--- src/pmps_dvs.sv ---
// Shared constants for the power sequencer and the converter voltage stepper.
`default_nettype none

package pmps_pkg;
   // ************************************************************
   // Geometry and register map.
   // ************************************************************
   localparam int NUM_RAILS = 6;
   localparam int ADDR_W = 8;
   localparam int VCODE_W = 6;
   localparam int SLOT_W = 3;
   localparam logic [7:0] OFF_CTRL = 8'h00;
   localparam logic [7:0] OFF_ENABLE = 8'h04;
   localparam logic [7:0] OFF_DISCH = 8'h08;
   localparam logic [7:0] OFF_VBANK1 = 8'h0C;
   localparam logic [7:0] OFF_VBANK2 = 8'h10;
   localparam logic [7:0] OFF_SLOT = 8'h14;
   localparam logic [7:0] OFF_STATUS = 8'h18;
   // ************************************************************
   // Field positions and reset values.
   // ************************************************************
   localparam int CTRL_MODE_BIT = 0;
   localparam int CTRL_BANK_BIT = 1;
   localparam int CTRL_STEP_BIT = 2;
   localparam int CTRL_OFFORD_BIT = 3;
   localparam int CTRL_THERMAL_RESTART_SELECT_LSB = 6;
   localparam int CTRL_DELAY_LSB = 8;
   localparam int STAT_PG_BIT = 0;
   localparam int STAT_PGEV_BIT = 1;
   localparam int STAT_WARNEV_BIT = 2;
   localparam int STAT_TSDEV_BIT = 3;
   localparam int STAT_STATE_LSB = 8;
   localparam logic MODE_RST = 1'b0;
   localparam logic BANK_RST = 1'b1;
   localparam logic STEP_RST = 1'b0;
   localparam logic OFFORD_RST = 1'b0;
   localparam logic [1:0] THERMAL_RESTART_SELECT_RST = 2'h0;
   localparam logic [2:0] DELAY_RST = 3'h0;
   localparam logic [5:0] ENABLE_RST = 6'h00;
   localparam logic [5:0] DISCH_RST = 6'h3F;
   localparam logic [5:0] VBANK_RST = 6'h08;
   localparam logic [17:0] SLOT_RST = 18'h2C688;
   localparam logic [2:0] LAST_SLOT = 3'h5;
   // ************************************************************
   // Timing, all counted in cycles of the one system clock.
   // ************************************************************
   localparam int CLK_MHZ = 20;
   localparam int SLOT_US = 128;
   localparam int BLANK_US = 50;
   localparam int CONV_BIAS_US = 32;
   localparam int BIAS_US = 128;
   localparam int STEP_FAST_NS = 2670;
   localparam int STEP_SLOW_NS = 10670;
   localparam logic [15:0] SLOT_CYC = 16'(SLOT_US * CLK_MHZ);
   localparam logic [15:0] BLANK_CYC = 16'(BLANK_US * CLK_MHZ);
   localparam logic [15:0] CONV_BIAS_CYC = 16'(CONV_BIAS_US * CLK_MHZ);
   localparam logic [15:0] BIAS_CYC = 16'(BIAS_US * CLK_MHZ);
   localparam logic [8:0] STEP_FAST_CYC =
      9'((STEP_FAST_NS * CLK_MHZ + 999) / 1000);
   localparam logic [8:0] STEP_SLOW_CYC =
      9'((STEP_SLOW_NS * CLK_MHZ + 999) / 1000);

   typedef enum logic [6:0] {
      ST_BIAS = 7'h01,
      ST_OFF = 7'h02,
      ST_DELAY = 7'h04,
      ST_UP = 7'h08,
      ST_ON = 7'h10,
      ST_DOWN = 7'h20,
      ST_TSD = 7'h40
   } pmps_state_t;
endpackage : pmps_pkg

// ************************************************************
// Converter reference stepper.
// ************************************************************
module pmps_dvs #(
   parameter int VCODE_W = 6
) (
   input wire logic pclk,
   input wire logic presetn,
   input wire logic supply_ok,
   input wire logic [VCODE_W-1:0] target,
   input wire logic slow_rate,
   output logic [VCODE_W-1:0] ref_code
);
   logic [VCODE_W-1:0] ref_ff;
   logic [VCODE_W-1:0] nxt_ref;
   logic [8:0] step_ff;
   logic [8:0] nxt_step;
   wire logic [8:0] step_len;
   wire logic step_end;
   wire logic moving;

   // One code is one 50 mV step; the same pacing applies when falling, so
   // the output never ramps down faster than it would ramp up.
   assign step_len = slow_rate ? pmps_pkg::STEP_SLOW_CYC :
                                 pmps_pkg::STEP_FAST_CYC;
   assign moving = (ref_ff != target);
   assign step_end = (step_ff == step_len - 9'h001);
   assign nxt_step = (!moving || step_end) ? 9'h000 : step_ff + 9'h001;
   assign nxt_ref = !(moving && step_end) ? ref_ff :
                    (target > ref_ff) ? ref_ff + 1'b1 :
                                        ref_ff - 1'b1;
   assign ref_code = ref_ff;

   always_ff @(posedge pclk or negedge presetn) begin
      if (!presetn) begin
         ref_ff <= pmps_pkg::VBANK_RST;
         step_ff <= 9'h000;
      end else if (!supply_ok) begin
         ref_ff <= pmps_pkg::VBANK_RST;
         step_ff <= 9'h000;
      end else begin
         ref_ff <= nxt_ref;
         step_ff <= nxt_step;
      end
   end
endmodule : pmps_dvs

`default_nettype wire

--- src/pmps_seq.sv ---
// Power sequencer with APB registers, discharge and thermal handling.
//
// Functional notes
// - Supply lockout holds every register and state in reset; the APB answer flops are reset only by presetn.
// - Thermal shutdown acts only with a rail on; it turns all rails off.
// - After thermal shutdown, select 00 reloads defaults, others keep.
// - Thermal warning raises a sticky event on the host interrupt.
// - Discharge is on for all rails once supply is valid.
// - In on state each rail discharge follows its own control bit.
// - After power down, lockout or thermal shutdown discharge is forced on.
// - Lockout drops all rails at once, outputs left floating.
// - Rising chip enable starts the power-up sequencer; pin has pull-down.
// - Chip enable low powers down in reverse slot order unless set.
// - With chip enable high each rail follows its own enable bit.
// - Default slots 0..5, 128 us apart, converter first; all off.
// - Start delay in 128 us units, outputs discharged meanwhile.
// - First 50 us of bias time answer bus requests with an error.
// - Registers stay accessible while chip enable is low.
// - Enabling the converter rail in on state adds only a 32 us bias; other rails start at once.
// - Raising voltage steps 50 mV per step time until target.
// - Falling voltage is paced no faster than the step rate.
// - Converter holds two target banks selected by a bank bit.
// - Bank bit 0 picks second bank, 1 picks first; reset is 1.
// - Step rate bit 0 gives 2.67 us, 1 gives 10.67 us per step.
// - Power good is 0 during power-up, then 1 with a clearable event.
`default_nettype none

module pmps_seq #(
   parameter int NUM_RAILS = pmps_pkg::NUM_RAILS
) (
   input wire logic pclk,
   input wire logic presetn,
   input wire logic psel,
   input wire logic penable,
   input wire logic pwrite,
   input wire logic [pmps_pkg::ADDR_W-1:0] paddr,
   input wire logic [31:0] pwdata,
   output logic [31:0] prdata,
   output logic pready,
   output logic pslverr,
   input wire logic supply_ok,
   input wire logic chip_enable_pin,
   input wire logic thermal_shutdown_in,
   input wire logic thermal_warning_in,
   output logic [NUM_RAILS-1:0] rail_enable,
   output logic [NUM_RAILS-1:0] rail_discharge,
   output logic conv_pwm_only,
   output logic [pmps_pkg::VCODE_W-1:0] conv_ref_code,
   output logic power_good_flag,
   output logic host_irq
);
   // ************************************************************
   // Helpers.
   // ************************************************************
   function automatic logic [2:0] slot_of(input logic [17:0] slots,
                                           input int rail);
      slot_of = slots[3*rail +: 3];
   endfunction : slot_of

   // ************************************************************
   // Storage.
   // ************************************************************
   pmps_pkg::pmps_state_t st_ff;
   pmps_pkg::pmps_state_t nxt_st;
   logic [15:0] tmr_ff;
   logic [15:0] nxt_tmr;
   logic [2:0] cur_ff;
   logic [2:0] nxt_cur;
   logic [NUM_RAILS-1:0] rail_ff;
   logic [NUM_RAILS-1:0] nxt_rail;
   logic [NUM_RAILS-1:0] dis_ff;
   logic [15:0] cb_ff;
   logic mode_ff;
   logic bank_ff;
   logic step_ff;
   logic offord_ff;
   logic [1:0] thermal_restart_select_ff;
   logic [2:0] delay_ff;
   logic [5:0] enable_ff;
   logic [5:0] disch_ff;
   logic [5:0] vb1_ff;
   logic [5:0] vb2_ff;
   logic [17:0] slot_ff;
   logic ce_q_ff;
   logic warn_q_ff;
   logic restart_ff;
   logic pg_ff;
   logic pg_ev_ff;
   logic warn_ev_ff;
   logic tsd_ev_ff;
   logic irq_ff;
   logic pready_ff;
   logic pslverr_ff;
   logic [31:0] prdata_ff;
   logic mode_out_ff;

   // ************************************************************
   // Bus decode.
   // ************************************************************
   wire logic blank = (st_ff == pmps_pkg::ST_BIAS) &&
                      (tmr_ff < pmps_pkg::BLANK_CYC);
   wire logic acc = psel && penable;
   wire logic acc_first = acc && !pready_ff;
   wire logic acc_done = acc && pready_ff;
   wire logic hit_ctrl = (paddr == pmps_pkg::OFF_CTRL);
   wire logic hit_en = (paddr == pmps_pkg::OFF_ENABLE);
   wire logic hit_dis = (paddr == pmps_pkg::OFF_DISCH);
   wire logic hit_vb1 = (paddr == pmps_pkg::OFF_VBANK1);
   wire logic hit_vb2 = (paddr == pmps_pkg::OFF_VBANK2);
   wire logic hit_slot = (paddr == pmps_pkg::OFF_SLOT);
   wire logic hit_stat = (paddr == pmps_pkg::OFF_STATUS);
   wire logic mapped = hit_ctrl || hit_en || hit_dis || hit_vb1 ||
                       hit_vb2 || hit_slot || hit_stat;
   // Writes are refused while blanking, the bus form of a not-acknowledge.
   wire logic wr_ok = acc_done && pwrite && !pslverr_ff;
   wire logic stat_rd = acc_done && !pwrite && hit_stat && !pslverr_ff;
   wire logic [31:0] ctrl_word = {21'h0, delay_ff, thermal_restart_select_ff, 2'h0,
                                  offord_ff, step_ff, bank_ff, mode_ff};
   wire logic [31:0] stat_word = {17'h0, st_ff, 4'h0, tsd_ev_ff,
                                  warn_ev_ff, pg_ev_ff, pg_ff};
   wire logic [31:0] rd_word =
      hit_ctrl ? ctrl_word :
      hit_en ? {26'h0, enable_ff} :
      hit_dis ? {26'h0, disch_ff} :
      hit_vb1 ? {26'h0, vb1_ff} :
      hit_vb2 ? {26'h0, vb2_ff} :
      hit_slot ? {14'h0, slot_ff} :
      hit_stat ? stat_word : 32'h0;

   // ************************************************************
   // Sequencer decode.
   // ************************************************************
   wire logic ce_rise = chip_enable_pin && !ce_q_ff;
   wire logic tsd_armed = |rail_ff;
   wire logic slot_end = (tmr_ff == pmps_pkg::SLOT_CYC - 16'h0001);
   wire logic [15:0] delay_cyc = 16'(delay_ff * pmps_pkg::SLOT_CYC);
   wire logic [2:0] down_first = offord_ff ? 3'h0 : pmps_pkg::LAST_SLOT;
   wire logic down_last = offord_ff ? (cur_ff == pmps_pkg::LAST_SLOT) :
                                      (cur_ff == 3'h0);
   wire logic [2:0] down_next = offord_ff ? cur_ff + 3'h1 : cur_ff - 3'h1;
   // A converter already running needs no bias wait on entry to on state.
   wire logic conv_ready = (cb_ff == pmps_pkg::CONV_BIAS_CYC) || rail_ff[0];
   wire logic [NUM_RAILS-1:0] on_rails = {enable_ff[5:1],
                                          enable_ff[0] && conv_ready};
   wire logic [NUM_RAILS-1:0] slot_hit;
   wire logic reload = (st_ff == pmps_pkg::ST_TSD) &&
                       !thermal_shutdown_in && (thermal_restart_select_ff == 2'h0);

   genvar gi;
   generate
      for (gi = 0; gi < NUM_RAILS; gi++) begin : g_hit
         assign slot_hit[gi] = (slot_of(slot_ff, gi) == cur_ff);
      end
   endgenerate

   always_comb begin
      nxt_st = st_ff;
      nxt_tmr = tmr_ff + 16'h0001;
      nxt_cur = cur_ff;
      nxt_rail = rail_ff;
      case (st_ff)
         pmps_pkg::ST_BIAS: begin
            nxt_rail = '0;
            if (tmr_ff == pmps_pkg::BIAS_CYC - 16'h0001) begin
               nxt_st = pmps_pkg::ST_OFF;
            end
         end
         pmps_pkg::ST_OFF: begin
            nxt_rail = '0;
            nxt_cur = 3'h0;
            if (ce_rise || (chip_enable_pin && restart_ff)) begin
               nxt_st = (delay_ff == 3'h0) ? pmps_pkg::ST_UP :
                                             pmps_pkg::ST_DELAY;
            end
         end
         pmps_pkg::ST_DELAY: begin
            if (!chip_enable_pin) begin
               nxt_st = pmps_pkg::ST_OFF;
            end else if (tmr_ff == delay_cyc - 16'h0001) begin
               nxt_st = pmps_pkg::ST_UP;
            end
         end
         pmps_pkg::ST_UP: begin
            if (!chip_enable_pin) begin
               nxt_st = pmps_pkg::ST_DOWN;
            end else if (slot_end) begin
               nxt_rail = rail_ff | (slot_hit & enable_ff);
               nxt_cur = cur_ff + 3'h1;
               if (cur_ff == pmps_pkg::LAST_SLOT) begin
                  nxt_st = pmps_pkg::ST_ON;
               end
            end
         end
         pmps_pkg::ST_ON: begin
            nxt_rail = on_rails;
            if (!chip_enable_pin) begin
               nxt_st = pmps_pkg::ST_DOWN;
               nxt_cur = down_first;
            end
         end
         pmps_pkg::ST_DOWN: begin
            if (slot_end) begin
               nxt_rail = rail_ff & ~slot_hit;
               nxt_cur = down_next;
               if (down_last) begin
                  nxt_st = pmps_pkg::ST_OFF;
               end
            end
         end
         pmps_pkg::ST_TSD: begin
            nxt_rail = '0;
            if (!thermal_shutdown_in) begin
               nxt_st = pmps_pkg::ST_OFF;
            end
         end
         default: begin
            nxt_st = pmps_pkg::ST_BIAS;
            nxt_rail = '0;
         end
      endcase
      if (thermal_shutdown_in && tsd_armed &&
          st_ff != pmps_pkg::ST_TSD) begin
         nxt_st = pmps_pkg::ST_TSD;
         nxt_rail = '0;
      end
      if (nxt_st != st_ff) begin
         nxt_tmr = 16'h0000;
      end else if (st_ff != pmps_pkg::ST_BIAS && st_ff != pmps_pkg::ST_DELAY
                   && slot_end) begin
         nxt_tmr = 16'h0000;
      end
   end

   // Discharge is forced wherever a rail is not supposed to be up; only the
   // on state hands the choice to software.
   wire logic [NUM_RAILS-1:0] nxt_dis =
      (nxt_st == pmps_pkg::ST_ON) ? disch_ff :
                                    ~nxt_rail;

   // ************************************************************
   // Sequencer state.
   // ************************************************************
   // Lockout acts as a synchronous reset on top of the pin reset.
   always_ff @(posedge pclk or negedge presetn) begin
      if (!presetn) begin
         st_ff <= pmps_pkg::ST_BIAS;
         tmr_ff <= 16'h0000;
         cur_ff <= 3'h0;
         rail_ff <= '0;
         dis_ff <= '0;
      end else if (!supply_ok) begin
         st_ff <= pmps_pkg::ST_BIAS;
         tmr_ff <= 16'h0000;
         cur_ff <= 3'h0;
         rail_ff <= '0;
         dis_ff <= '0;
      end else begin
         st_ff <= nxt_st;
         tmr_ff <= nxt_tmr;
         cur_ff <= nxt_cur;
         rail_ff <= nxt_rail;
         dis_ff <= nxt_dis;
      end
   end

   // Converter bias wait, restarted whenever the converter enable bit is clear or the state is not on.
   always_ff @(posedge pclk or negedge presetn) begin
      if (!presetn) begin
         cb_ff <= 16'h0000;
      end else if (!supply_ok || !enable_ff[0] ||
                   st_ff != pmps_pkg::ST_ON) begin
         cb_ff <= 16'h0000;
      end else if (rail_ff[0]) begin
         cb_ff <= pmps_pkg::CONV_BIAS_CYC;
      end else if (!conv_ready) begin
         cb_ff <= cb_ff + 16'h0001;
      end
   end

   // ************************************************************
   // Software registers.
   // ************************************************************
   always_ff @(posedge pclk or negedge presetn) begin
      if (!presetn) begin
         {mode_ff, bank_ff, step_ff, offord_ff} <= {pmps_pkg::MODE_RST,
            pmps_pkg::BANK_RST, pmps_pkg::STEP_RST, pmps_pkg::OFFORD_RST};
         thermal_restart_select_ff <= pmps_pkg::THERMAL_RESTART_SELECT_RST;
         delay_ff <= pmps_pkg::DELAY_RST;
         enable_ff <= pmps_pkg::ENABLE_RST;
         disch_ff <= pmps_pkg::DISCH_RST;
         vb1_ff <= pmps_pkg::VBANK_RST;
         vb2_ff <= pmps_pkg::VBANK_RST;
         slot_ff <= pmps_pkg::SLOT_RST;
      end else if (!supply_ok || reload) begin
         {mode_ff, bank_ff, step_ff, offord_ff} <= {pmps_pkg::MODE_RST,
            pmps_pkg::BANK_RST, pmps_pkg::STEP_RST, pmps_pkg::OFFORD_RST};
         thermal_restart_select_ff <= pmps_pkg::THERMAL_RESTART_SELECT_RST;
         delay_ff <= pmps_pkg::DELAY_RST;
         enable_ff <= pmps_pkg::ENABLE_RST;
         disch_ff <= pmps_pkg::DISCH_RST;
         vb1_ff <= pmps_pkg::VBANK_RST;
         vb2_ff <= pmps_pkg::VBANK_RST;
         slot_ff <= pmps_pkg::SLOT_RST;
      end else if (wr_ok) begin
         if (hit_ctrl) begin
            mode_ff <= pwdata[pmps_pkg::CTRL_MODE_BIT];
            bank_ff <= pwdata[pmps_pkg::CTRL_BANK_BIT];
            step_ff <= pwdata[pmps_pkg::CTRL_STEP_BIT];
            offord_ff <= pwdata[pmps_pkg::CTRL_OFFORD_BIT];
            thermal_restart_select_ff <= pwdata[pmps_pkg::CTRL_THERMAL_RESTART_SELECT_LSB +: 2];
            delay_ff <= pwdata[pmps_pkg::CTRL_DELAY_LSB +: 3];
         end
         if (hit_en) begin
            enable_ff <= pwdata[5:0];
         end
         if (hit_dis) begin
            disch_ff <= pwdata[5:0];
         end
         if (hit_vb1) begin
            vb1_ff <= pwdata[5:0];
         end
         if (hit_vb2) begin
            vb2_ff <= pwdata[5:0];
         end
         if (hit_slot) begin
            slot_ff <= pwdata[17:0];
         end
      end
   end

   // ************************************************************
   // Events and status.
   // ************************************************************
   // A new event in the cycle of a clearing read is kept: set wins.
   wire logic pg_set = (nxt_st == pmps_pkg::ST_ON) &&
                       (st_ff == pmps_pkg::ST_UP);
   wire logic warn_set = thermal_warning_in && !warn_q_ff;
   wire logic tsd_set = (nxt_st == pmps_pkg::ST_TSD) &&
                        (st_ff != pmps_pkg::ST_TSD);

   always_ff @(posedge pclk or negedge presetn) begin
      if (!presetn) begin
         ce_q_ff <= 1'b0;
         warn_q_ff <= 1'b0;
         restart_ff <= 1'b0;
         pg_ff <= 1'b0;
         pg_ev_ff <= 1'b0;
         warn_ev_ff <= 1'b0;
         tsd_ev_ff <= 1'b0;
         irq_ff <= 1'b0;
         mode_out_ff <= pmps_pkg::MODE_RST;
      end else if (!supply_ok) begin
         ce_q_ff <= 1'b0;
         warn_q_ff <= 1'b0;
         restart_ff <= 1'b0;
         pg_ff <= 1'b0;
         pg_ev_ff <= 1'b0;
         warn_ev_ff <= 1'b0;
         tsd_ev_ff <= 1'b0;
         irq_ff <= 1'b0;
         mode_out_ff <= pmps_pkg::MODE_RST;
      end else begin
         ce_q_ff <= chip_enable_pin;
         warn_q_ff <= thermal_warning_in;
         restart_ff <= (st_ff == pmps_pkg::ST_TSD) ||
                       (restart_ff && st_ff == pmps_pkg::ST_OFF &&
                        chip_enable_pin);
         pg_ff <= (nxt_st == pmps_pkg::ST_ON);
         pg_ev_ff <= pg_set || (pg_ev_ff && !stat_rd &&
                                chip_enable_pin);
         warn_ev_ff <= warn_set || (warn_ev_ff && !stat_rd);
         tsd_ev_ff <= tsd_set || (tsd_ev_ff && !stat_rd);
         irq_ff <= (pg_set || warn_set || tsd_set) ||
                   ((pg_ev_ff || warn_ev_ff || tsd_ev_ff) &&
                    !stat_rd);
         mode_out_ff <= mode_ff;
      end
   end

   // ************************************************************
   // APB answer: one wait state, data and error set up together.
   // ************************************************************
   always_ff @(posedge pclk or negedge presetn) begin
      if (!presetn) begin
         pready_ff <= 1'b0;
         pslverr_ff <= 1'b0;
         prdata_ff <= 32'h0;
      end else begin
         pready_ff <= acc_first;
         pslverr_ff <= acc_first && (blank || !mapped);
         prdata_ff <= (acc_first && !pwrite && !blank) ? rd_word : 32'h0;
      end
   end

   // ************************************************************
   // Converter target selection and stepping.
   // ************************************************************
   wire logic [5:0] vtarget = bank_ff ? vb1_ff : vb2_ff;

   pmps_dvs #(
      .VCODE_W(pmps_pkg::VCODE_W)
   ) u_dvs (
      .pclk(pclk),
      .presetn(presetn),
      .supply_ok(supply_ok),
      .target(vtarget),
      .slow_rate(step_ff),
      .ref_code(conv_ref_code)
   );

   assign prdata = prdata_ff;
   assign pready = pready_ff;
   assign pslverr = pslverr_ff;
   assign rail_enable = rail_ff;
   assign rail_discharge = dis_ff;
   assign conv_pwm_only = mode_out_ff;
   assign power_good_flag = pg_ff;
   assign host_irq = irq_ff;
endmodule : pmps_seq

`default_nettype wire

--- config.mk ---
export PLATFORM = sky130hd
export DESIGN_NAME = pmps_seq
export DESIGN_NICKNAME = d
export VERILOG_FILES = /design/src/pmps_dvs.sv /design/src/pmps_seq.sv
export SDC_FILE = /design/constraint.sdc
export NUM_CORES = 1
export LEC_CHECK = 0
export BUFFER_PORTS_ARGS = -buffer_cell sky130_fd_sc_hd__buf_2
export CAP_MARGIN = 20
export CORE_ASPECT_RATIO = 1.1
export CORE_MARGIN = 2
export CORE_UTILIZATION = 55
export DETAILED_ROUTE_END_ITERATION = 16
export PLACE_DENSITY = 0.73
export SYNTH_ARGS = -nofsm -noshare
export SYNTH_HDL_FRONTEND = slang
export SYNTH_HIERARCHICAL = 1
export SYNTH_SLANG_ARGS = --single-unit
--- constraint.sdc ---
create_clock -name pclk -period 4.74 [get_ports pclk]
set_input_delay 0 -clock pclk [delete_from_list [all_inputs] [get_ports pclk]]
set_output_delay 0 -clock pclk [all_outputs]
set_load 0.01 [all_outputs]
==> out/qor.yml <==
final_nets: 1086
cts_hold_buf: 24
cp-end-kind: "register"
grt-busiest-layer: "met2"
die_w_um: 123.2
num_vias: 7056
rsz0062_at_grt: "false"
startpoint_type: "register"
cts_tree: "built"
syn_avg_cell_area_um2: 9.285
maxCapViolCount: 0
viasPerCell: 5.784
port_buffers: 75
worstPathCellList: "mux2_2 > ha_1 > and4_1 > o21a_1 > o31ai_2 > ha_1 > a211oi_1 > o21ai_0 > and4b_1 > mux2i_1 > mux2i_1"
synthFlopType: "dfrtp_1"
synthToLayoutAreaGrowth_pct: 14.39
crit_path_max_fanout: 8
die_h_um: 135.1
cts_sinks: 149
grt_use_met3_pct: 6.103
grt_pass1_vias: 6971
cts_buffers: 17
syn_area_mm2: 0.008598
synth_cells: 926
grt_overflow: 0
htree_num_levels: 4
grt_use_met2_pct: 43.99
hold_viol: 0
grt_max_degree: 105
regArea_mm2: 0.003751
gp_congestion: 0.9048
final_layout_size_suffix_gt1_share_pct: 16.11
netlist.area_leader.share_pct: 38.13
wl_um: 21540
wl_per_cell_um: 17.66
rr_startpoint: "bank_ff"
place_area_mm2: 0.009037
fin_skew_ps: 9.202
die-area_mm2: 0.01665
setup_violations: 0
rows: 47
hold_slack_ps: 27.49
critPathSlowestCell: "dfstp_2"
slew_headroom_pct: 36.83
clkTransAtPathRegs_ps: 60
grt_usage_pct: 27.14
ys_seq_area_share_pct: 43.63
tightestPinTransition_ps: 947.5
fin_area_mm2: 0.009836
hp-class: "in -> reg"
min_from: "supply_ok"
drc: 0
outcome: "finished clean"
synth_edf_count: 0
final.setup.tns_ps: 0
core_area_mm2: 0.01517
grt_pass1_wl_um: 34870
worstSetupPathType: "reg -> reg"
fin_util_pct: 64.83
worstPathRequired_ps: 5100
ioPinCount: 104
slew_viol_final: 0
cts-root-buf: "clkbuf_16"
drt-initial-drc-count: 452
post_cts_buffers: 0
yosys_register_bits: 149
post-route-period-util_pct: 76.20
synth.most_common_cell: "dfrtp_1"
multi_input_area_mm2: 0.004491
fmaxAchievable_mhz: 276.9
antenna_found_initial: 0
antenna_left: 0
powerDensity_mw_per_mm2: 275.2
dr.pass1.iters: 4
yosys-top-cells-count: "131 x dfrtp_1, 127 x nor2_1, 85 x nand2_1"
async_flop_share_pct: 100.0
slowest_delay_ps: 620
crit_arrival_ps: 3970
ir_drop_v: 0.0002803
ys_types: 72
cts_resized: 0
dp.final_hpwl_um: 14850
yosysWarnings: 6
fin_crit_ps: 3612
clockBufferDepth: 2
synth_area_leader_cell: "dfrtp_1"
worstSetupStartpoint: "bank_ff"
p_leak_nw: 4.421
fillers: 1333
synth_top_cells_by_area: "dfrtp_1 38%, mux2i_1 5.7%, nor2_1 5.5%"
initial_core_util_pct: 56.67
grt_use_met1_pct: 34.99
n_antenna_cell: 0
clock_latency_ps: 430
## cell families (layout without fill, tap and decap cells)
kind of cell	Yosys count	in the layout	share of synthesized area, %
XOR/XNOR	67	67	6.825
adder cells (fa/ha/maj)	26	26	3.871
AO/OA/AOI/OAI	155	155	11.45
other	1	14	0.04361
multiplexers	56	56	6.621
AND/OR/NAND/NOR	387	387	22.85
buffers and inverters	85	170	4.715
flip-flops	149	149	43.63
## critical path, delay by kind of cell, from the launching register on
family          cells  cell delay (ps)
fa+ha+maj           2              680
flops               1              620
simple gates        2              430
mux                 3              750
compound gates      4             1050
## layer usage
| layer | wire length, um | share of wire, % |
|---|---|---|
| met1 | 9133 | 42 |
| met2 | 10400 | 48 |
| met3 | 1292 | 6.0 |
| met4 | 716 | 3.3 |
| met5 | 0 | 0 |
## per-stage QoR
step | std cells | setup WS (ps) | power [mW]
2_1_floorplan | 939 | 1320 | 1.362
6_report | 1220 | 1128 | 2.707
3_3_place_gp | 1164 | 1226 | 1.419
5_1_grt | 1220 | 949.3 | 2.786
3_5_place_dp | 1164 | 1157 | 1.420
4_1_cts | 1220 | 1137 | 2.718
## cells in the final DEF (no fill, tap or decap), drive strengths merged, types with 5 or more instances in the layout
cell and count:
nor2 139, dfrtp 131, nand2 85, buf 81
a21oi 52, mux2i 49, xor2 44, o21ai 44
nand3 39, inv 33, ha 25, dlygate4sd3 24
clkbuf 24, xnor2 23, nor3 22, and2 21
dfstp 18, nor4 16, conb 14, and3 11
nand4 11, nor2b 11, mux2 7, nand2b 6
o22ai 6, a31oi 6, a22o 5, o211ai 5
o31ai 5, nor4b 5
## power breakdown
| group | internal (mW) | leakage [nW] | total (mW) | switching, mW |
|---|---|---|---|---|
| logic | 0.0414 | 2.16 | 0.127 | 0.0855 |
| registers | 1.28 | 2.00 | 1.29 | 0.00532 |
| clock network | 0.761 | 0.266 | 1.29 | 0.533 |
## worst paths after layout
check,to,slack (ps),cells after the start
max in group asynchronous,prdata[5],3380,3
hold reg to reg,pready,480,1
hold / removal,st_ff[0],30,2
setup / recovery,u_dvs/ref_code[5],1130,11
setup reg to reg,u_dvs/ref_code[5],1130,11
min in group asynchronous,tmr_ff[13],240,2
## final cells by class
cell class              instances  share of cell area [%]
repair buffers                105                   6.780
clock inverters                 8                  0.7760
inverters                      33                   1.259
multi-input cells             705                   45.66
clock buffers                  24                   4.898
flip-flops and latches        149                   38.14
well taps                     196                   2.493
## registers in the layout (all words and copies together), names as in the netlist, 6 cells and up
name and cells:
u_dvs/step_ff 9, cb_ff 16, disch_ff 6, enable_ff 6, tmr_ff 16, st_ff 7
rail_discharge 6, vb2_ff 6, prdata 18, slot_ff 18, u_dvs/ref_code 6, vb1_ff 6
rail_enable 6
Note: power is estimated with default switching activity, not from simulation.
